==> src/hdl/handler_params.svh <==
// Constants of the handler comparator output stage: register map, fields,
// reset values and widths.
// Assumes inclusion by the package and the top module; no process here.
`ifndef HANDLER_PARAMS_SVH
`define HANDLER_PARAMS_SVH

`define BIN_COUNT 9
`define BIN_IDX_W 4
`define BIN_FIRST 4'h1
`define BIN_LAST 4'h9

`define ADDR_W 5
`define OFF_CTRL 5'h00
`define OFF_STATUS 5'h04
`define OFF_IRQ_STAT 5'h08
`define OFF_IRQ_MASK 5'h0c
`define OFF_COUNT 5'h10

`define CTRL_W 8
`define CTRL_RESET 8'h00
`define CTRL_ENABLE 0
`define CTRL_EDGE_RISING 1
`define CTRL_EXT_MODE 2
`define CTRL_SW_START 3
`define CTRL_SEG_LSB 4
`define CTRL_SEG_MSB 7
`define SEG_W 4

`define STAT_BUSY 0
`define STAT_END 1
`define STAT_FAIL 2
`define STAT_NO_BIN 3
`define STAT_BIN_LSB 4
`define STAT_BIN_MSB 7

`define IRQ_W 4
`define IRQ_RESET 4'h0
`define IRQ_TRIG 0
`define IRQ_END 1
`define IRQ_FAIL 2
`define IRQ_LOST 3

`define COUNT_W 16
`define COUNT_RESET 16'h0000
`define COUNT_STEP 16'h0001

`define RESP_OKAY 2'h0
`define RESP_SLVERR 2'h2
`define DATA_ZERO 32'h0000_0000

`endif

==> src/hdl/handler_pkg.sv <==
// Types shared by the handler comparator output stage.
// Assumes handler_params.svh is on the include path.
`include "handler_params.svh"

package handler_pkg;

    // One bit per comparator line, active high inside the block
    typedef struct packed {
        logic contact_fail;
        logic fail;
        logic secondary_reject;
        logic primary_under;
        logic primary_over;
        logic secondary_miss;
        logic no_bin_match;
        logic [`BIN_COUNT-1:0] bin_lines;
    } comparator_t;

    // Results of one measurement from the measurement engine
    typedef struct packed {
        logic valid;
        logic [`BIN_IDX_W-1:0] bin;
        logic primary_over;
        logic primary_under;
        logic secondary_in_bin;
        logic secondary_reject;
        logic contact_fail;
        logic other_segment_fail;
    } result_t;

    typedef enum logic [0:0] {
        ST_IDLE,
        ST_MEASURE
    } meas_state_t;

endpackage

==> src/hdl/trigger_sync.sv <==
// Two-stage synchroniser and selectable edge detector for a pin input.
// Assumes the pin is asynchronous to aclk and pulses last several cycles.
`timescale 1ns/1ps

module trigger_sync (
    input wire logic aclk,
    input wire logic aresetn,
    input wire logic pin_level,
    input wire logic rising_sel,
    output logic edge_pulse
);
    logic meta_reg;
    logic stable_reg;
    logic prev_reg;

    // First stage feeds only the second stage
    always_ff @(posedge aclk) begin
        if (!aresetn) begin
            meta_reg <= 1'b1;
            stable_reg <= 1'b1;
            prev_reg <= 1'b1;
        end else begin
            meta_reg <= pin_level;
            stable_reg <= meta_reg;
            prev_reg <= stable_reg;
        end
    end

    always_comb begin
        if (rising_sel) begin
            edge_pulse = stable_reg & ~prev_reg;
        end else begin
            edge_pulse = ~stable_reg & prev_reg;
        end
    end
endmodule // trigger_sync

==> src/hdl/oc_driver.sv <==
// Open-collector output stage: a line is pulled low or released.
// Assumes the board supplies the pull-up; level is never driven high.
`timescale 1ns/1ps

module oc_driver #(
    parameter int WIDTH = 1
) (
    input wire logic aclk,
    input wire logic aresetn,
    input wire logic enable,
    input wire logic [WIDTH-1:0] assert_bits,
    output logic [WIDTH-1:0] level,
    output logic [WIDTH-1:0] drive
);
    logic [WIDTH-1:0] drive_reg;

    always_ff @(posedge aclk) begin
        if (!aresetn) begin
            drive_reg <= '0;
        end else begin
            drive_reg <= enable ? assert_bits : '0;
        end
    end

    // Asserted means pulled low; released lines float to the pull-up
    assign level = '0;
    assign drive = drive_reg;
endmodule // oc_driver

==> src/hdl/handler_bin_sort_outputs.sv <==
// Comparator output stage of the handler interface, sorting mode with
// nine bins, plus the external trigger input and the cycle-end signal.
// Assumes the measurement engine runs on aclk, starts on meas_start and
// returns one result_t with valid high for one cycle per measurement.
`timescale 1ns/1ps
`include "handler_params.svh"

module handler_bin_sort_outputs (
    input wire logic aclk,
    input wire logic aresetn,
    // AXI4-Lite slave
    input wire logic [`ADDR_W-1:0] awaddr,
    input wire logic [2:0] awprot,
    input wire logic awvalid,
    output logic awready,
    input wire logic [31:0] wdata,
    input wire logic [3:0] wstrb,
    input wire logic wvalid,
    output logic wready,
    output logic [1:0] bresp,
    output logic bvalid,
    input wire logic bready,
    input wire logic [`ADDR_W-1:0] araddr,
    input wire logic [2:0] arprot,
    input wire logic arvalid,
    output logic arready,
    output logic [31:0] rdata,
    output logic [1:0] rresp,
    output logic rvalid,
    input wire logic rready,
    // Measurement engine
    output logic meas_start,
    output logic [`SEG_W-1:0] sort_segment,
    input wire handler_pkg::result_t result,
    // Handler pins
    input wire logic external_trigger_n,
    output handler_pkg::comparator_t comparator_level,
    output handler_pkg::comparator_t comparator_drive,
    output logic measurement_cycle_end_n,
    output logic irq
);
    import handler_pkg::*;

    // ****************************************************************
    // Declarations
    // ****************************************************************
    logic [`CTRL_W-1:0] ctrl_reg;
    logic [`IRQ_W-1:0] irq_stat_reg;
    logic [`IRQ_W-1:0] irq_mask_reg;
    logic [`COUNT_W-1:0] count_reg;
    logic sw_start_reg;

    logic aw_held_reg;
    logic [`ADDR_W-1:0] aw_addr_reg;
    logic w_held_reg;
    logic [31:0] w_data_reg;
    logic w_lane0_reg;
    logic bvalid_reg;
    logic [1:0] bresp_reg;
    logic rvalid_reg;
    logic [31:0] rdata_reg;
    logic [1:0] rresp_reg;

    meas_state_t state_reg;
    meas_state_t state_next;
    logic meas_start_reg;
    logic eom_n_reg;
    comparator_t held_reg;
    comparator_t comp_next;
    logic [`BIN_IDX_W-1:0] last_bin_reg;

    logic wr_fire;
    logic wr_hit_ctrl;
    logic wr_hit_stat;
    logic wr_hit_mask;
    logic wr_mapped;
    logic rd_fire;
    logic rd_mapped;
    logic [31:0] rd_value;
    logic ext_edge;
    logic trig_fire;
    logic trig_taken;
    logic trig_lost;
    logic result_taken;
    logic bin_ok;
    logic [`IRQ_W-1:0] irq_events;

    // ****************************************************************
    // Register bus: write channel
    // ****************************************************************
    // Address and data are captured on their own; the write is done
    // once both are in and no response is pending.
    assign awready = ~aw_held_reg & ~bvalid_reg;
    assign wready = ~w_held_reg & ~bvalid_reg;
    assign wr_fire = aw_held_reg & w_held_reg & ~bvalid_reg;

    always_ff @(posedge aclk) begin
        if (!aresetn) begin
            aw_held_reg <= 1'b0;
            aw_addr_reg <= '0;
        end else if (awvalid && awready) begin
            aw_held_reg <= 1'b1;
            aw_addr_reg <= awaddr;
        end else if (wr_fire) begin
            aw_held_reg <= 1'b0;
        end
    end

    always_ff @(posedge aclk) begin
        if (!aresetn) begin
            w_held_reg <= 1'b0;
            w_data_reg <= `DATA_ZERO;
            w_lane0_reg <= 1'b0;
        end else if (wvalid && wready) begin
            w_held_reg <= 1'b1;
            w_data_reg <= wdata;
            w_lane0_reg <= wstrb[0];
        end else if (wr_fire) begin
            w_held_reg <= 1'b0;
        end
    end

    // Every writable field sits in byte lane 0, so lane 0 gates all effects
    assign wr_hit_ctrl = wr_fire & w_lane0_reg & (aw_addr_reg == `OFF_CTRL);
    assign wr_hit_stat = wr_fire & w_lane0_reg
                         & (aw_addr_reg == `OFF_IRQ_STAT);
    assign wr_hit_mask = wr_fire & w_lane0_reg
                         & (aw_addr_reg == `OFF_IRQ_MASK);
    assign wr_mapped = (aw_addr_reg == `OFF_CTRL)
                       | (aw_addr_reg == `OFF_STATUS)
                       | (aw_addr_reg == `OFF_IRQ_STAT)
                       | (aw_addr_reg == `OFF_IRQ_MASK)
                       | (aw_addr_reg == `OFF_COUNT);

    always_ff @(posedge aclk) begin
        if (!aresetn) begin
            bvalid_reg <= 1'b0;
            bresp_reg <= `RESP_OKAY;
        end else if (wr_fire) begin
            bvalid_reg <= 1'b1;
            bresp_reg <= wr_mapped ? `RESP_OKAY : `RESP_SLVERR;
        end else if (bready) begin
            bvalid_reg <= 1'b0;
        end
    end

    assign bvalid = bvalid_reg;
    assign bresp = bresp_reg;

    // ****************************************************************
    // Register bus: read channel
    // ****************************************************************
    assign arready = ~rvalid_reg;
    assign rd_fire = arvalid & arready;

    always_comb begin
        rd_value = `DATA_ZERO;
        rd_mapped = 1'b1;
        case (araddr)
            `OFF_CTRL: begin
                rd_value[`CTRL_W-1:0] = ctrl_reg;
            end
            `OFF_STATUS: begin
                rd_value[`STAT_BUSY] = (state_reg == ST_MEASURE);
                rd_value[`STAT_END] = ~eom_n_reg;
                rd_value[`STAT_FAIL] = held_reg.fail;
                rd_value[`STAT_NO_BIN] = held_reg.no_bin_match;
                rd_value[`STAT_BIN_MSB:`STAT_BIN_LSB] = last_bin_reg;
            end
            `OFF_IRQ_STAT: begin
                rd_value[`IRQ_W-1:0] = irq_stat_reg;
            end
            `OFF_IRQ_MASK: begin
                rd_value[`IRQ_W-1:0] = irq_mask_reg;
            end
            `OFF_COUNT: begin
                rd_value[`COUNT_W-1:0] = count_reg;
            end
            default: begin
                rd_mapped = 1'b0;
            end
        endcase
    end

    always_ff @(posedge aclk) begin
        if (!aresetn) begin
            rvalid_reg <= 1'b0;
            rdata_reg <= `DATA_ZERO;
            rresp_reg <= `RESP_OKAY;
        end else if (rd_fire) begin
            rvalid_reg <= 1'b1;
            rdata_reg <= rd_value;
            rresp_reg <= rd_mapped ? `RESP_OKAY : `RESP_SLVERR;
        end else if (rready) begin
            rvalid_reg <= 1'b0;
        end
    end

    assign rvalid = rvalid_reg;
    assign rdata = rdata_reg;
    assign rresp = rresp_reg;

    // ****************************************************************
    // Control, mask and interrupt status
    // ****************************************************************
    // The start bit is not stored; it makes a one-cycle trigger
    always_ff @(posedge aclk) begin
        if (!aresetn) begin
            ctrl_reg <= `CTRL_RESET;
            sw_start_reg <= 1'b0;
        end else begin
            sw_start_reg <= wr_hit_ctrl & w_data_reg[`CTRL_SW_START];
            if (wr_hit_ctrl) begin
                ctrl_reg <= w_data_reg[`CTRL_W-1:0];
                ctrl_reg[`CTRL_SW_START] <= 1'b0;
            end
        end
    end

    always_ff @(posedge aclk) begin
        if (!aresetn) begin
            irq_mask_reg <= `IRQ_RESET;
        end else if (wr_hit_mask) begin
            irq_mask_reg <= w_data_reg[`IRQ_W-1:0];
        end
    end

    assign irq_events[`IRQ_TRIG] = trig_taken;
    assign irq_events[`IRQ_END] = result_taken;
    assign irq_events[`IRQ_FAIL] = result_taken & comp_next.fail;
    assign irq_events[`IRQ_LOST] = trig_lost;

    // A new event outranks a write-one-to-clear in the same cycle
    always_ff @(posedge aclk) begin
        if (!aresetn) begin
            irq_stat_reg <= `IRQ_RESET;
        end else if (wr_hit_stat) begin
            irq_stat_reg <= (irq_stat_reg & ~w_data_reg[`IRQ_W-1:0])
                            | irq_events;
        end else begin
            irq_stat_reg <= irq_stat_reg | irq_events;
        end
    end

    assign irq = |(irq_stat_reg & irq_mask_reg);

    // ****************************************************************
    // Trigger
    // ****************************************************************
    trigger_sync u_trigger_sync (
        .aclk(aclk),
        .aresetn(aresetn),
        .pin_level(external_trigger_n),
        .rising_sel(ctrl_reg[`CTRL_EDGE_RISING]),
        .edge_pulse(ext_edge)
    );

    // External mode listens to the pin only; otherwise the start bit
    assign trig_fire = ctrl_reg[`CTRL_EXT_MODE] ? ext_edge
                                                : sw_start_reg;
    // A trigger while a measurement runs is dropped and flagged
    assign trig_taken = trig_fire & (state_reg == ST_IDLE);
    assign trig_lost = trig_fire & (state_reg == ST_MEASURE);
    assign result_taken = result.valid & (state_reg == ST_MEASURE);

    // ****************************************************************
    // Measurement sequence
    // ****************************************************************
    always_comb begin
        state_next = state_reg;
        case (state_reg)
            ST_IDLE: begin
                if (trig_taken) begin
                    state_next = ST_MEASURE;
                end
            end
            ST_MEASURE: begin
                if (result_taken) begin
                    state_next = ST_IDLE;
                end
            end
            default: begin
                state_next = ST_IDLE;
            end
        endcase
    end

    always_ff @(posedge aclk) begin
        if (!aresetn) begin
            state_reg <= ST_IDLE;
        end else begin
            state_reg <= state_next;
        end
    end

    always_ff @(posedge aclk) begin
        if (!aresetn) begin
            meas_start_reg <= 1'b0;
        end else begin
            meas_start_reg <= trig_taken;
        end
    end

    assign meas_start = meas_start_reg;
    // The engine sorts on this segment and limit-tests the rest
    assign sort_segment = ctrl_reg[`CTRL_SEG_MSB:`CTRL_SEG_LSB];

    // Cycle end is released at a trigger and asserted low together with
    // the new results, so the handler never samples a half update.
    always_ff @(posedge aclk) begin
        if (!aresetn) begin
            eom_n_reg <= 1'b1;
        end else if (result_taken) begin
            eom_n_reg <= 1'b0;
        end else if (trig_taken) begin
            eom_n_reg <= 1'b1;
        end
    end

    assign measurement_cycle_end_n = eom_n_reg;

    always_ff @(posedge aclk) begin
        if (!aresetn) begin
            count_reg <= `COUNT_RESET;
        end else if (result_taken) begin
            count_reg <= count_reg + `COUNT_STEP;
        end
    end

    // ****************************************************************
    // Classification
    // ****************************************************************
    // Over or under outranks any bin index the engine reports
    assign bin_ok = (result.bin >= `BIN_FIRST) & (result.bin <= `BIN_LAST)
                    & ~result.primary_over & ~result.primary_under;

    always_comb begin
        comp_next = '0;
        for (int i = 0; i < `BIN_COUNT; i++) begin
            // Index match makes the lines one-hot
            comp_next.bin_lines[i] = bin_ok
                & (result.bin == `BIN_IDX_W'(i + 1));
        end
        comp_next.no_bin_match = ~bin_ok;
        comp_next.primary_over = result.primary_over;
        comp_next.primary_under = result.primary_under
                                  & ~result.primary_over;
        comp_next.secondary_miss = bin_ok
                                   & ~result.secondary_in_bin;
        comp_next.secondary_reject = result.secondary_reject;
        comp_next.contact_fail = result.contact_fail;
        comp_next.fail = result.contact_fail | ~bin_ok
                         | (bin_ok & ~result.secondary_in_bin)
                         | result.other_segment_fail;
    end

    // Held from one result to the next, also across the next trigger
    always_ff @(posedge aclk) begin
        if (!aresetn) begin
            held_reg <= '0;
            last_bin_reg <= '0;
        end else if (result_taken) begin
            held_reg <= comp_next;
            last_bin_reg <= bin_ok ? result.bin : '0;
        end
    end

    // ****************************************************************
    // Pin stage
    // ****************************************************************
    // Comparator lines stay released while the enable bit is off.
    // A new result bypasses the hold register so that the lines move on
    // the same edge as cycle end; the handler never sees stale bins.
    oc_driver #(
        .WIDTH($bits(comparator_t))
    ) u_oc_driver (
        .aclk(aclk),
        .aresetn(aresetn),
        .enable(ctrl_reg[`CTRL_ENABLE]),
        .assert_bits(result_taken ? comp_next : held_reg),
        .level(comparator_level),
        .drive(comparator_drive)
    );

    // Protection bits are accepted and not checked
    logic unused_prot;
    assign unused_prot = ^{awprot, arprot, wstrb[3:1]};
endmodule // handler_bin_sort_outputs

==> config.mk <==
export PLATFORM = sky130hd
export DESIGN_NAME = handler_bin_sort_outputs
export DESIGN_NICKNAME = d
export VERILOG_FILES = /design/src/hdl/handler_pkg.sv /design/src/hdl/trigger_sync.sv /design/src/hdl/oc_driver.sv /design/src/hdl/handler_bin_sort_outputs.sv
export VERILOG_INCLUDE_DIRS = /design/src /design/src/hdl
export SDC_FILE = /design/constraint.sdc
export NUM_CORES = 1
export LEC_CHECK = 0
export ABC_AREA = 1
export BUFFER_PORTS_ARGS = -buffer_cell sky130_fd_sc_hd__buf_2
export CORE_ASPECT_RATIO = 1.75
export CORE_MARGIN = 2
export CORE_UTILIZATION = 51
export DETAILED_ROUTE_END_ITERATION = 16
export PLACE_DENSITY_LB_ADDON = 0.15
export SYNTH_ARGS = -nofsm -noshare
export SYNTH_HDL_FRONTEND = slang
export SYNTH_SLANG_ARGS = --single-unit
export TNS_END_PERCENT = 1
==> constraint.sdc <==
create_clock -name aclk -period 1.6 [get_ports aclk]
set_input_delay 0.16 -clock aclk [delete_from_list [all_inputs] [get_ports aclk]]
set_output_delay 0.16 -clock aclk [all_outputs]
set_load 0.01 [all_outputs]
==> impl_metrics.prom, run 1 <==
# TYPE chip_impl_metric gauge
chip_impl_info{name="worst_r2r_startpoint",value="state_reg"} 1
chip_impl_metric{name="grt_overflow",unit=""} 0
chip_impl_metric{name="cap_viol_max_count",unit=""} 0
chip_impl_info{name="tritoncts",value="yes"} 1
chip_impl_metric{name="synth.distinct_cells",unit=""} 34
chip_impl_metric{name="ys_warn_count",unit=""} 0
chip_impl_info{name="combinational_family_with_the_most_area_after_synthesis",value="simple AND/OR/NAND/NOR gates"} 1
chip_impl_metric{name="critical_path_arrival",unit="ps"} 1740
chip_impl_metric{name="insertedDiodeCount",unit=""} 0
chip_impl_metric{name="die_footprint",unit="µm²"} 10000
chip_impl_metric{name="synth_largest_type_area_fraction",unit=""} 0.470
chip_impl_metric{name="p_sw_frac",unit=""} 0.222
chip_impl_metric{name="slew_viol_final",unit=""} 0
chip_impl_info{name="status",value="completed"} 1
chip_impl_metric{name="routed-via-count",unit=""} 4021
chip_impl_metric{name="post-route-cell-area",unit="µm²"} 5390
chip_impl_metric{name="synth_enable_flop_cells",unit=""} 0
chip_impl_metric{name="area_delta_synth_final",unit="%"} 15.1
chip_impl_metric{name="clk_pin_slew_worst_paths",unit="ps"} 70
chip_impl_metric{name="drt_iter0_markers",unit=""} 144
chip_impl_metric{name="power.leakage",unit="nW"} 2.50
chip_impl_metric{name="placedCellCount",unit=""} 791
chip_impl_metric{name="maximum_number_of_pins_on_one_net_before_global_route_repair",unit=""} 56
chip_impl_metric{name="finalNonFillerCells",unit=""} 806
chip_impl_info{name="start_kind",value="flop"} 1
chip_impl_metric{name="clock-sinks",unit=""} 110
chip_impl_metric{name="share_comb_of_total_power",unit=""} 0.074
chip_impl_info{name="ys.flop_type",value="sky130_fd_sc_hd__dfxtp_1"} 1
chip_impl_metric{name="hold_viol",unit=""} 0
chip_impl_metric{name="report.final.setup_viol",unit=""} 0
chip_impl_info{name="worst_hold_path_type",value="input port to flop"} 1
chip_impl_info{name="cell_type_with_the_largest_total_area_after_synthesis",value="sky130_fd_sc_hd__dfxtp_1"} 1
chip_impl_metric{name="detail_route.vias_per_cell",unit=""} 4.99
chip_impl_metric{name="worst_slack",unit="ps"} 129
chip_impl_metric{name="finalClockSkew",unit="ps"} 5.60
chip_impl_metric{name="core-area",unit="µm²"} 8980
chip_impl_info{name="mostFrequentLayoutCell",value="sky130_fd_sc_hd__dfxtp_1"} 1
chip_impl_metric{name="dr.pass1.iters",unit=""} 4
chip_impl_metric{name="rows",unit=""} 46
chip_impl_info{name="dominant_cells_by_area_after_synthesis",value="sky130_fd_sc_hd__dfxtp_1, sky130_fd_sc_hd__nand2_1, sky130_fd_sc_hd__a21oi_1"} 1
chip_impl_metric{name="power.internal",unit="W"} 0.00433
chip_impl_info{name="type_of_the_setup_path_with_the_least_slack",value="flop to flop"} 1
chip_impl_metric{name="antenna_found_initial",unit=""} 0
chip_impl_metric{name="routed_wl",unit="µm"} 10200
chip_impl_info{name="holdCritStartpoint",value="bready"} 1
chip_impl_metric{name="finalCoreUtilization",unit=""} 0.600
chip_impl_metric{name="antenna_violating_nets_post_route",unit=""} 0
chip_impl_metric{name="die_ht",unit="µm"} 131
chip_impl_metric{name="mux_share_of_post_synthesis_cell_area",unit=""} 0.00427
chip_impl_metric{name="num-nets-final",unit=""} 755
chip_impl_metric{name="aggregate_global_route_resource_usage",unit=""} 0.214
chip_impl_metric{name="grt_pass1_vias",unit=""} 3655
chip_impl_metric{name="layout-drive-gt1-share",unit=""} 0.195
chip_impl_info{name="endpoint_kind",value="flop"} 1
chip_impl_metric{name="htree_levels",unit=""} 3
chip_impl_info{name="unrepaired_setup_endpoints_after_global_routing",value="no"} 1
chip_impl_metric{name="clkLatencyLatePin",unit="ps"} 340
chip_impl_metric{name="switching_power",unit="W"} 0.00124
chip_impl_metric{name="finalCritPeriodShare",unit=""} 0.919
chip_impl_metric{name="synthArstFlopShare",unit=""} 0
chip_impl_metric{name="synth_compound_area_frac",unit=""} 0.139
chip_impl_metric{name="fmax",unit="GHz"} 0.680
chip_impl_metric{name="remaining_design_rule_violation_count",unit=""} 0
chip_impl_info{name="mostFrequentLayoutCells",value="sky130_fd_sc_hd__dfxtp_1, sky130_fd_sc_hd__nand2_1, sky130_fd_sc_hd__buf_2"} 1
chip_impl_metric{name="synth.ff_latch_count",unit=""} 110
chip_impl_metric{name="dp_worst_setup_slack",unit="ps"} 97.4
chip_impl_metric{name="grt_pass1_wl",unit="µm"} 16900
chip_impl_info{name="clock_tree.root_cell",value="sky130_fd_sc_hd__clkbuf_16"} 1
chip_impl_metric{name="power.density_cell_area",unit="nW/µm²"} 1030
chip_impl_metric{name="maximum_fanout_along_the_worst_path",unit=""} 14
chip_impl_metric{name="route.detailed.wl_per_inst",unit="µm"} 12.7
chip_impl_metric{name="routabilityCongestion",unit=""} 0.906
chip_impl_metric{name="timing.setup.tns",unit="ps"} 0
chip_impl_metric{name="clk_path_buf_depth",unit=""} 2
chip_impl_metric{name="tritoncts.num_buffers",unit=""} 9
chip_impl_metric{name="placement.io_buffers",unit=""} 83
chip_impl_metric{name="yosys.area_share.simple",unit=""} 0.255
chip_impl_metric{name="gate_count_post_synth",unit=""} 602
chip_impl_metric{name="synth_adder_area_share",unit=""} 0.00267
chip_impl_metric{name="power_frac_seq",unit=""} 0.510
chip_impl_metric{name="post-cts-setup-buffer-count",unit=""} 0
chip_impl_info{name="critPathLaunch",value="state_reg"} 1
chip_impl_metric{name="finalWorstPathRequiredPeriod",unit="ps"} 1470
chip_impl_metric{name="die-width",unit="µm"} 76.4
chip_impl_metric{name="cp_data_required_time",unit="ps"} 1860
chip_impl_metric{name="p_clk_frac",unit=""} 0.416
chip_impl_metric{name="synth-seq-area-share",unit=""} 0.470
chip_impl_metric{name="place_area",unit="µm²"} 5070
chip_impl_metric{name="starting_density_of_the_core",unit=""} 0.522
chip_impl_metric{name="dp.final_hpwl",unit="µm"} 7740
chip_impl_metric{name="netlist_area",unit="µm²"} 4680
chip_impl_metric{name="timing_worst_slew_pin_value",unit="ps"} 497
chip_impl_metric{name="ir_worst_vdd",unit="mV"} 0.718
chip_impl_metric{name="relative_max_transition_margin",unit=""} 0.666
chip_impl_metric{name="synth-xor-area-share",unit=""} 0
chip_impl_metric{name="design.portCount",unit=""} 151
chip_impl_metric{name="postSynthAreaPerCell",unit="µm²"} 7.78
-- cells in the mapped netlist, types with 6 or more instances --
cell and instances:
sky130_fd_sc_hd__nand4_1 18, sky130_fd_sc_hd__a21oi_1 58, sky130_fd_sc_hd__nor2_1 69, sky130_fd_sc_hd__nand3_1 27, sky130_fd_sc_hd__nor3_1 7, sky130_fd_sc_hd__nor2_4 6
sky130_fd_sc_hd__nand2_1 108, sky130_fd_sc_hd__inv_1 52, sky130_fd_sc_hd__clkbuf_1 9, sky130_fd_sc_hd__buf_4 38, sky130_fd_sc_hd__dfxtp_1 110, sky130_fd_sc_hd__o21ai_0 50
-- layout make-up --
class | instances | area, µm²
Fill cell | 839 | 3590
Sequential cell | 110 | 2200
Multi-Input combinational cell | 413 | 2010
Timing Repair Buffer | 94 | 513
Clock buffer | 10 | 239
Inverter | 55 | 206
Tap cell | 120 | 150
Clock inverter | 4 | 72.6
-- what timing repair did --
item,CTS,global route
setup endpoints to repair,0,11
hold endpoints to repair,1,0
resized for setup,0,1
hold buffers,1,0
-- metal layers --
metal / global-route usage / wire [µm] / vias up / share of wire
met5: 0 / 0 / - / 0
met2: 0.389 / 5200 / 140 / 0.51
met1: 0.231 / 4100 / 1799 / 0.40
met3: 0.0488 / 567 / 24 / 0.056
li1: - / - / 2058 / -
met4: 0.116 / 346 / 0 / 0.034
-- stage by stage --
step | hold WS (ps) | power (W)
after floorplan | 267 | 0.00322
after global placement | 348 | 0.00330
after detailed placement | 356 | 0.00331
after CTS | 52.3 | 0.00561
after global routing | 68.0 | 0.00581
final | 64.4 | 0.00557
-- cell families after synthesis --
kind of cell	after synthesis
buffers and inverters	112
muxes	2
other	1
adders and majority gates	1
DFF	110
AOI/OAI and AO/OA	123
and+or+nand+nor	253
-- worst paths after layout --
path                                                  end  slack (ps)  cells after the start
worst max-delay path                      last_bin_reg[0]         130                      6
worst min register to register  u_trigger_sync.stable_reg         420                      1
worst min-delay path                               bvalid          60                      4
worst max register to register            last_bin_reg[0]         130                      6
-- power by group through the flow --
stage / combinational, W / clock [W] / sequential (W)
floorplan: 0.000320 / 0 / 0.00290
global placement: 0.000401 / 0 / 0.00290
detailed placement: 0.000408 / 0 / 0.00290
CTS: 0.000412 / 0.00236 / 0.00284
global route: 0.000467 / 0.00250 / 0.00285
finish: 0.000412 / 0.00232 / 0.00284
-- critical path: stages (launching register included) --
cell	delay (ps)
sky130_fd_sc_hd__dfxtp_2	350
sky130_fd_sc_hd__nand2_4	190
sky130_fd_sc_hd__inv_2	90
sky130_fd_sc_hd__buf_4	180
sky130_fd_sc_hd__nor2_4	210
sky130_fd_sc_hd__inv_1	160
sky130_fd_sc_hd__o22ai_1	180
(Power assumes the default switching activity.)
==> inputs of run 2 (changes only) <==
--- a/config.mk
+++ b/config.mk
@@ -6,11 +6,10 @@
 export SDC_FILE = /design/constraint.sdc
 export NUM_CORES = 1
 export LEC_CHECK = 0
-export ABC_AREA = 1
 export BUFFER_PORTS_ARGS = -buffer_cell sky130_fd_sc_hd__buf_2
 export CORE_ASPECT_RATIO = 1.75
 export CORE_MARGIN = 2
-export CORE_UTILIZATION = 51
+export CORE_UTILIZATION = 50
 export DETAILED_ROUTE_END_ITERATION = 16
 export PLACE_DENSITY_LB_ADDON = 0.15
 export SYNTH_ARGS = -nofsm -noshare
==> constraint.sdc (replaced) <==
create_clock -name aclk -period 1.4 [get_ports aclk]
set_input_delay 0.14 -clock aclk [delete_from_list [all_inputs] [get_ports aclk]]
set_output_delay 0.14 -clock aclk [all_outputs]
set_load 0.01 [all_outputs]
==> impl_metrics.prom, run 2 <==
# TYPE chip_impl_metric gauge
chip_impl_metric{name="num-nets-final",unit=""} 714
chip_impl_metric{name="report.final.setup_viol",unit=""} 2
chip_impl_metric{name="core-area",unit="µm²"} 8980
chip_impl_metric{name="die-width",unit="µm"} 76.5
chip_impl_metric{name="ir_worst_vdd",unit="mV"} 0.690
chip_impl_metric{name="aggregate_global_route_resource_usage",unit=""} 0.224
chip_impl_metric{name="clkLatencyLatePin",unit="ps"} 340
chip_impl_metric{name="htree_levels",unit=""} 3
chip_impl_metric{name="postSynthAreaPerCell",unit="µm²"} 8.85
chip_impl_metric{name="remaining_design_rule_violation_count",unit=""} 0
chip_impl_metric{name="synthArstFlopShare",unit=""} 0
chip_impl_metric{name="tritoncts.num_buffers",unit=""} 9
chip_impl_metric{name="yosys.area_share.simple",unit=""} 0.218
chip_impl_metric{name="detail_route.vias_per_cell",unit=""} 5.15
chip_impl_metric{name="hold_viol",unit=""} 0
chip_impl_metric{name="grt_pass1_wl",unit="µm"} 17800
chip_impl_metric{name="die_ht",unit="µm"} 131
chip_impl_info{name="status",value="complete, but fails checks"} 1
chip_impl_info{name="ys.flop_type",value="sky130_fd_sc_hd__dfxtp_1"} 1
chip_impl_metric{name="design.portCount",unit=""} 151
chip_impl_metric{name="routed_wl",unit="µm"} 10900
chip_impl_metric{name="placement.io_buffers",unit=""} 83
chip_impl_metric{name="finalClockSkew",unit="ps"} 5.68
chip_impl_metric{name="gate_count_post_synth",unit=""} 519
chip_impl_metric{name="routed-via-count",unit=""} 3948
chip_impl_metric{name="nFillCells",unit=""} 815
chip_impl_metric{name="power.leakage",unit="nW"} 2.51
chip_impl_metric{name="starting_density_of_the_core",unit=""} 0.512
chip_impl_info{name="cell_type_with_the_largest_total_area_after_synthesis",value="sky130_fd_sc_hd__dfxtp_1"} 1
chip_impl_metric{name="drt_iter0_markers",unit=""} 174
chip_impl_metric{name="final_layout_worst_hold_slack",unit="ps"} 26.3
chip_impl_metric{name="synth.ff_latch_count",unit=""} 110
chip_impl_metric{name="synth_compound_area_frac",unit=""} 0.123
chip_impl_info{name="mostFrequentLayoutCell",value="sky130_fd_sc_hd__dfxtp_1"} 1
chip_impl_metric{name="synth_enable_flop_cells",unit=""} 0
chip_impl_info{name="start_kind",value="flop"} 1
chip_impl_info{name="tritoncts",value="yes"} 1
chip_impl_metric{name="ys_warn_count",unit=""} 0
chip_impl_metric{name="area_delta_synth_final",unit="%"} 25.0
chip_impl_info{name="ys_top_cells_by_count",value="sky130_fd_sc_hd__dfxtp_1, sky130_fd_sc_hd__nor2_1, sky130_fd_sc_hd__nand2_1"} 1
chip_impl_metric{name="synth-xor-area-share",unit=""} 0.0191
chip_impl_info{name="unrepaired_setup_endpoints_after_global_routing",value="yes"} 1
chip_impl_metric{name="dr.pass1.iters",unit=""} 4
chip_impl_metric{name="rows",unit=""} 46
chip_impl_metric{name="dp.final_hpwl",unit="µm"} 8160
chip_impl_metric{name="clock-sinks",unit=""} 110
chip_impl_info{name="failed_checks",value="setup timing"} 1
chip_impl_metric{name="fmax",unit="GHz"} 0.707
chip_impl_metric{name="maximum_number_of_pins_on_one_net_before_global_route_repair",unit=""} 53
chip_impl_info{name="type_of_the_setup_path_with_the_least_slack",value="flop to flop"} 1
chip_impl_metric{name="cp_data_required_time",unit="ps"} 1680
chip_impl_metric{name="synth-seq-area-share",unit=""} 0.479
chip_impl_metric{name="power.density_cell_area",unit="nW/µm²"} 1070
chip_impl_metric{name="routabilityCongestion",unit=""} 0.870
chip_impl_metric{name="synth.distinct_cells",unit=""} 59
chip_impl_metric{name="critical_path_arrival",unit="ps"} 1700
chip_impl_info{name="dominant_cells_by_area_after_synthesis",value="sky130_fd_sc_hd__dfxtp_1, sky130_fd_sc_hd__buf_4, sky130_fd_sc_hd__nor2_1"} 1
chip_impl_info{name="post-synth-top-count-cell",value="sky130_fd_sc_hd__dfxtp_1"} 1
chip_impl_metric{name="layout-drive-gt1-share",unit=""} 0.315
chip_impl_metric{name="synth_largest_type_area_fraction",unit=""} 0.479
chip_impl_metric{name="die_footprint",unit="µm²"} 10000
chip_impl_metric{name="worst_slack",unit="ps"} -15.1
chip_impl_metric{name="clk_pin_slew_worst_paths",unit="ps"} 70
chip_impl_metric{name="route.detailed.wl_per_inst",unit="µm"} 14.1
chip_impl_info{name="clock_tree.root_cell",value="sky130_fd_sc_hd__clkbuf_16"} 1
chip_impl_metric{name="clk_path_buf_depth",unit=""} 2
chip_impl_metric{name="slew_viol_final",unit=""} 0
chip_impl_metric{name="finalCritPeriodShare",unit=""} 1.01
chip_impl_metric{name="finalNonFillerCells",unit=""} 767
chip_impl_metric{name="cap_viol_max_count",unit=""} 0
chip_impl_metric{name="netlist_area",unit="µm²"} 4590
chip_impl_metric{name="finalWorstPathRequiredPeriod",unit="ps"} 1420
chip_impl_info{name="combinational_family_with_the_most_area_after_synthesis",value="simple AND/OR/NAND/NOR gates"} 1
chip_impl_metric{name="antenna_violating_nets_post_route",unit=""} 0
chip_impl_metric{name="finalCoreUtilization",unit=""} 0.639
chip_impl_metric{name="grt_overflow",unit=""} 0
chip_impl_info{name="worst_hold_path_type",value="input port to flop"} 1
chip_impl_metric{name="synth_adder_area_share",unit=""} 0.00272
chip_impl_metric{name="insertedDiodeCount",unit=""} 0
chip_impl_metric{name="grt_pass1_vias",unit=""} 3811
chip_impl_info{name="mostFrequentLayoutCells",value="sky130_fd_sc_hd__dfxtp_1, sky130_fd_sc_hd__buf_2, sky130_fd_sc_hd__nor2_1"} 1
chip_impl_metric{name="antenna_found_initial",unit=""} 0
chip_impl_info{name="endpoint_kind",value="flop"} 1
chip_impl_metric{name="placedCellCount",unit=""} 750
chip_impl_metric{name="maximum_fanout_along_the_worst_path",unit=""} 7
chip_impl_metric{name="mux_share_of_post_synthesis_cell_area",unit=""} 0.0594
## run 2: cells by family after synthesis
kind of cell	after synthesis
adder cells (fa/ha/maj)	1
multiplexers	24
flip-flops	110
other	1
buffers and inverters	76
XOR/XNOR	10
AND/OR/NAND/NOR	204
AO/OA/AOI/OAI	93
## run 2: layout make-up
class / instances / area, µm² / share of cell area
multi-input combinational: 366 / 2140 / 0.373
timing repair buffer: 143 / 897 / 0.156
sequential: 110 / 2220 / 0.386
tap: 120 / 150 / 0.0262
clock buffer: 11 / 253 / 0.0440
inverter: 12 / 45.0 / 0.00785
clock inverter: 5 / 33.8 / 0.00589
## run 2: final timing paths
kind | cells past startpoint | slack (ps) | to | from
worst min-delay path | 3 | 30 | w_data_reg[4] | wdata[4]
worst max-delay path | 4 | -20 | count_reg[14] | count_reg[7]
worst min register to register | 1 | 410 | u_trigger_sync.stable_reg | u_trigger_sync.meta_reg
worst max register to register | 4 | -20 | count_reg[14] | count_reg[7]
## run 2: report_power, final
group          switching [W]  internal [W]
combinational       0.000288      0.000190
clock                0.00113       0.00130
sequential         0.0000356       0.00317
## run 2: what timing repair did
| item | in CTS | in global routing |
|---|---|---|
| setup buffers | 0 | 0 |
| pin swaps | 2 | 3 |
| endpoints found under the hold margin | 1 | 0 |
| gates resized for setup | 7 | 13 |
| hold buffers | 1 | 0 |
| gates cloned | 0 | 0 |
| setup endpoints to repair | 10 | 25 |
## run 2: layer usage
metal	GRT usage	part of all wire
met2	0.425	0.55
met3	0.0433	0.046
met4	0.0963	0.025
met5	0	0
met1	0.243	0.38
## run 2: metrics by stage
stage	TNS, ps	power, W	instance area [µm²]	setup slack, ps
2_1_floorplan	-48.7	0.00361	4750	-21.8
3_3_place_gp	-885	0.00374	5360	-98.8
3_5_place_dp	-1210	0.00375	5360	-102
4_1_cts	-18.5	0.00615	5690	-14.2
5_1_grt	-445	0.00635	5740	-102
6_report	-18.5	0.00612	5740	-15.1
## run 2: critical path, cell delays in order, from the launching register on
cell and delay [ps]:
sky130_fd_sc_hd__dfxtp_2 340, sky130_fd_sc_hd__and4_4 240, sky130_fd_sc_hd__nand4_4 120, sky130_fd_sc_hd__or4_4 540, sky130_fd_sc_hd__a21oi_2 120
==> inputs of run 3 (changes only) <==
--- a/config.mk
+++ b/config.mk
@@ -6,10 +6,11 @@
 export SDC_FILE = /design/constraint.sdc
 export NUM_CORES = 1
 export LEC_CHECK = 0
+export ABC_AREA = 1
 export BUFFER_PORTS_ARGS = -buffer_cell sky130_fd_sc_hd__buf_2
 export CORE_ASPECT_RATIO = 1.75
 export CORE_MARGIN = 2
-export CORE_UTILIZATION = 50
+export CORE_UTILIZATION = 51
 export DETAILED_ROUTE_END_ITERATION = 16
 export PLACE_DENSITY_LB_ADDON = 0.15
 export SYNTH_ARGS = -nofsm -noshare
==> impl_metrics.prom, run 3 (synthesized netlist as in run 1, its figures left out) <==
# TYPE chip_impl_metric gauge
chip_impl_info{name="mostFrequentLayoutCells",value="sky130_fd_sc_hd__dfxtp_1, sky130_fd_sc_hd__nand2_1, sky130_fd_sc_hd__buf_2"} 1
chip_impl_metric{name="num-nets-final",unit=""} 772
chip_impl_metric{name="grt_overflow",unit=""} 0
chip_impl_metric{name="power.internal",unit="W"} 0.00463
chip_impl_info{name="critPathLaunch",value="state_reg"} 1
chip_impl_metric{name="maximum_number_of_pins_on_one_net_before_global_route_repair",unit=""} 58
chip_impl_metric{name="share_comb_of_total_power",unit=""} 0.081
chip_impl_metric{name="die_ht",unit="µm"} 131
chip_impl_metric{name="tritoncts.num_buffers",unit=""} 9
chip_impl_metric{name="cp_data_required_time",unit="ps"} 1670
chip_impl_info{name="cpMaxStageDelayCell",value="sky130_fd_sc_hd__dfxtp_1"} 1
chip_impl_metric{name="maximum_fanout_along_the_worst_path",unit=""} 8
chip_impl_info{name="clock_tree.root_cell",value="sky130_fd_sc_hd__clkbuf_16"} 1
chip_impl_metric{name="ir_worst_vdd",unit="mV"} 0.726
chip_impl_metric{name="placement.io_buffers",unit=""} 83
chip_impl_metric{name="slowest_delay",unit="ps"} 340
chip_impl_metric{name="routed_wl",unit="µm"} 10600
chip_impl_metric{name="report.final.setup_viol",unit=""} 0
chip_impl_metric{name="m1WireLength",unit="µm"} 4280
chip_impl_metric{name="cap_viol_max_count",unit=""} 0
chip_impl_metric{name="multiInputGateArea",unit="µm²"} 2030
chip_impl_metric{name="grt_pass1_wl",unit="µm"} 16900
chip_impl_metric{name="routed-wl-met3",unit="µm"} 465
chip_impl_metric{name="finalWorstPathRequiredPeriod",unit="ps"} 1320
chip_impl_info{name="rr_endpoint",value="last_bin_reg[3]"} 1
chip_impl_metric{name="detail_route.vias_per_cell",unit=""} 4.95
chip_impl_metric{name="clk_path_buf_depth",unit=""} 2
chip_impl_metric{name="starting_density_of_the_core",unit=""} 0.522
chip_impl_metric{name="area.sequential",unit="µm²"} 2200
chip_impl_metric{name="critical_path_cell_count",unit=""} 6
chip_impl_metric{name="route.detailed.wl_per_inst",unit="µm"} 12.8
chip_impl_metric{name="layout-drive-gt1-share",unit=""} 0.217
chip_impl_metric{name="timing.setup.tns",unit="ps"} 0
chip_impl_metric{name="placedCellCount",unit=""} 807
chip_impl_info{name="worst_hold_path_type",value="input port to flop"} 1
chip_impl_metric{name="dr.pass1.iters",unit=""} 4
chip_impl_metric{name="design.portCount",unit=""} 151
chip_impl_metric{name="finalNonFillerCells",unit=""} 825
chip_impl_info{name="start_kind",value="flop"} 1
chip_impl_metric{name="register_to_register_setup_slack",unit="ps"} 80
chip_impl_metric{name="final_layout_worst_hold_slack",unit="ps"} 39.0
chip_impl_metric{name="met2_length",unit="µm"} 5490
chip_impl_metric{name="fmax",unit="GHz"} 0.755
chip_impl_metric{name="switching_power",unit="W"} 0.00142
chip_impl_metric{name="antenna_found_initial",unit=""} 0
chip_impl_metric{name="routabilityCongestion",unit=""} 0.889
chip_impl_metric{name="rows",unit=""} 46
chip_impl_metric{name="die-width",unit="µm"} 76.4
chip_impl_metric{name="remaining_design_rule_violation_count",unit=""} 0
chip_impl_metric{name="path_buf_inv",unit=""} 3
chip_impl_info{name="worst_r2r_startpoint",value="state_reg"} 1
chip_impl_metric{name="power.density_cell_area",unit="nW/µm²"} 1100
chip_impl_metric{name="nFillCells",unit=""} 858
chip_impl_info{name="dr.max_layer_used",value="met4"} 1
chip_impl_metric{name="area_delta_synth_final",unit="%"} 17.6
chip_impl_metric{name="htree_levels",unit=""} 3
chip_impl_metric{name="dp.final_hpwl",unit="µm"} 8050
chip_impl_metric{name="finalClockSkew",unit="ps"} 3.60
chip_impl_metric{name="drt_iter0_markers",unit=""} 155
chip_impl_info{name="endpoint_kind",value="flop"} 1
chip_impl_info{name="crit_family",value="buffers and inverters"} 1
chip_impl_metric{name="clock-sinks",unit=""} 110
chip_impl_info{name="type_of_the_setup_path_with_the_least_slack",value="flop to flop"} 1
chip_impl_metric{name="aggregate_global_route_resource_usage",unit=""} 0.213
chip_impl_metric{name="core-area",unit="µm²"} 8980
chip_impl_info{name="unrepaired_setup_endpoints_after_global_routing",value="yes"} 1
chip_impl_metric{name="routed-via-count",unit=""} 4084
chip_impl_metric{name="worst_slack",unit="ps"} 75.3
chip_impl_metric{name="finalCritPeriodShare",unit=""} 0.946
chip_impl_metric{name="dp_worst_setup_slack",unit="ps"} 21.0
chip_impl_metric{name="clk_pin_slew_worst_paths",unit="ps"} 70
chip_impl_metric{name="power_frac_seq",unit=""} 0.537
chip_impl_info{name="crit_path_cell_chain",value="nand2_4 > inv_2 > buf_4 > nor2_4 > inv_1 > o21ai_0"} 1
chip_impl_metric{name="clkLatencyLatePin",unit="ps"} 340
chip_impl_info{name="tritoncts",value="yes"} 1
chip_impl_metric{name="post-route-cell-area",unit="µm²"} 5510
chip_impl_metric{name="power.leakage",unit="nW"} 2.57
chip_impl_metric{name="antenna_violating_nets_post_route",unit=""} 0
chip_impl_metric{name="hold_viol",unit=""} 0
chip_impl_metric{name="critical_path_arrival",unit="ps"} 1590
chip_impl_metric{name="slew_viol_final",unit=""} 0
chip_impl_info{name="timing.critical_path.to",value="last_bin_reg[3]"} 1
chip_impl_metric{name="die_footprint",unit="µm²"} 10000
chip_impl_metric{name="p_sw_frac",unit=""} 0.234
chip_impl_metric{name="place_area",unit="µm²"} 5200
chip_impl_metric{name="insertedDiodeCount",unit=""} 0
chip_impl_metric{name="p_clk_frac",unit=""} 0.382
chip_impl_info{name="status",value="completed"} 1
chip_impl_metric{name="grt_pass1_vias",unit=""} 3713
chip_impl_metric{name="reg2regPathDepth",unit=""} 6
chip_impl_info{name="mostFrequentLayoutCell",value="sky130_fd_sc_hd__dfxtp_1"} 1
[run 3: cell types whose count changed in the layout (fill, tap and decap cells not counted), moves of 10 or more]
| cell | previous run | this run |
|---|---|---|
| sky130_fd_sc_hd__nand2b_1 | 10 | 0 |
| sky130_fd_sc_hd__inv_1 | 11 | 52 |
| sky130_fd_sc_hd__nand3_1 | 17 | 27 |
| sky130_fd_sc_hd__nand2_1 | 54 | 107 |
| sky130_fd_sc_hd__buf_4 | 56 | 25 |
| sky130_fd_sc_hd__a21oi_1 | 42 | 58 |
| sky130_fd_sc_hd__nand4_1 | 6 | 18 |
| sky130_fd_sc_hd__mux2i_1 | 16 | 2 |
| sky130_fd_sc_hd__a22oi_1 | 11 | 0 |
| sky130_fd_sc_hd__o21ai_0 | 16 | 48 |
[run 3: per-layer routing]
layer,vias to the layer above,track usage
li1,2092,-
met1,1858,0.230
met2,113,0.396
met3,21,0.0440
met4,0,0.105
met5,-,0
[run 3: final cells by class]
cell class              count  share of cell area
flip-flops and latches    110               0.400
multi-input cells         413               0.369
inverters                  55              0.0375
clock inverters             1            0.000909
repair buffers            111               0.119
clock buffers              15              0.0468
well taps                 120              0.0273
[run 3: worst min-delay path by stage]
stage | start | depth (start not counted) | slack [ps] | to
after floorplan | external_trigger_n | 1 | 250 | u_trigger_sync.meta_reg
after global placement | external_trigger_n | 2 | 330 | u_trigger_sync.meta_reg
after detailed placement | external_trigger_n | 2 | 330 | u_trigger_sync.meta_reg
after CTS | wdata[7] | 3 | 30 | w_data_reg[7]
after global routing | wdata[2] | 3 | 60 | w_data_reg[2]
final | wdata[7] | 3 | 40 | w_data_reg[7]
[run 3: power by group through the flow]
stage          registers [W]  clock network [W]  logic [W]
2_1_floorplan        0.00332                  0   0.000366
3_3_place_gp         0.00331                  0   0.000471
3_5_place_dp         0.00332                  0   0.000483
4_1_cts              0.00325            0.00235   0.000486
5_1_grt              0.00325            0.00251   0.000552
6_report             0.00325            0.00231   0.000490
[run 3: worst reg2reg max path: stages, from the launching register on]
cell	delay (ps)
sky130_fd_sc_hd__dfxtp_1	340
sky130_fd_sc_hd__nand2_4	130
sky130_fd_sc_hd__inv_2	70
sky130_fd_sc_hd__buf_4	150
sky130_fd_sc_hd__nor2_4	200
sky130_fd_sc_hd__inv_1	170
sky130_fd_sc_hd__o21ai_0	190
[run 3: metrics by stage]
stage,power (W),util
floorplan,0.00369,-
global placement,0.00379,0.579
detailed placement,0.00380,0.579
CTS,0.00608,0.610
global route,0.00632,0.613
finish,0.00605,0.613
[run 3: repair_timing]
action | in CTS | in global routing
hold buffers | 1 | 0
endpoints found under the setup margin | 0 | 13
resized for setup | 0 | 10
setup buffers | 0 | 1
endpoints found under the hold margin | 1 | 0
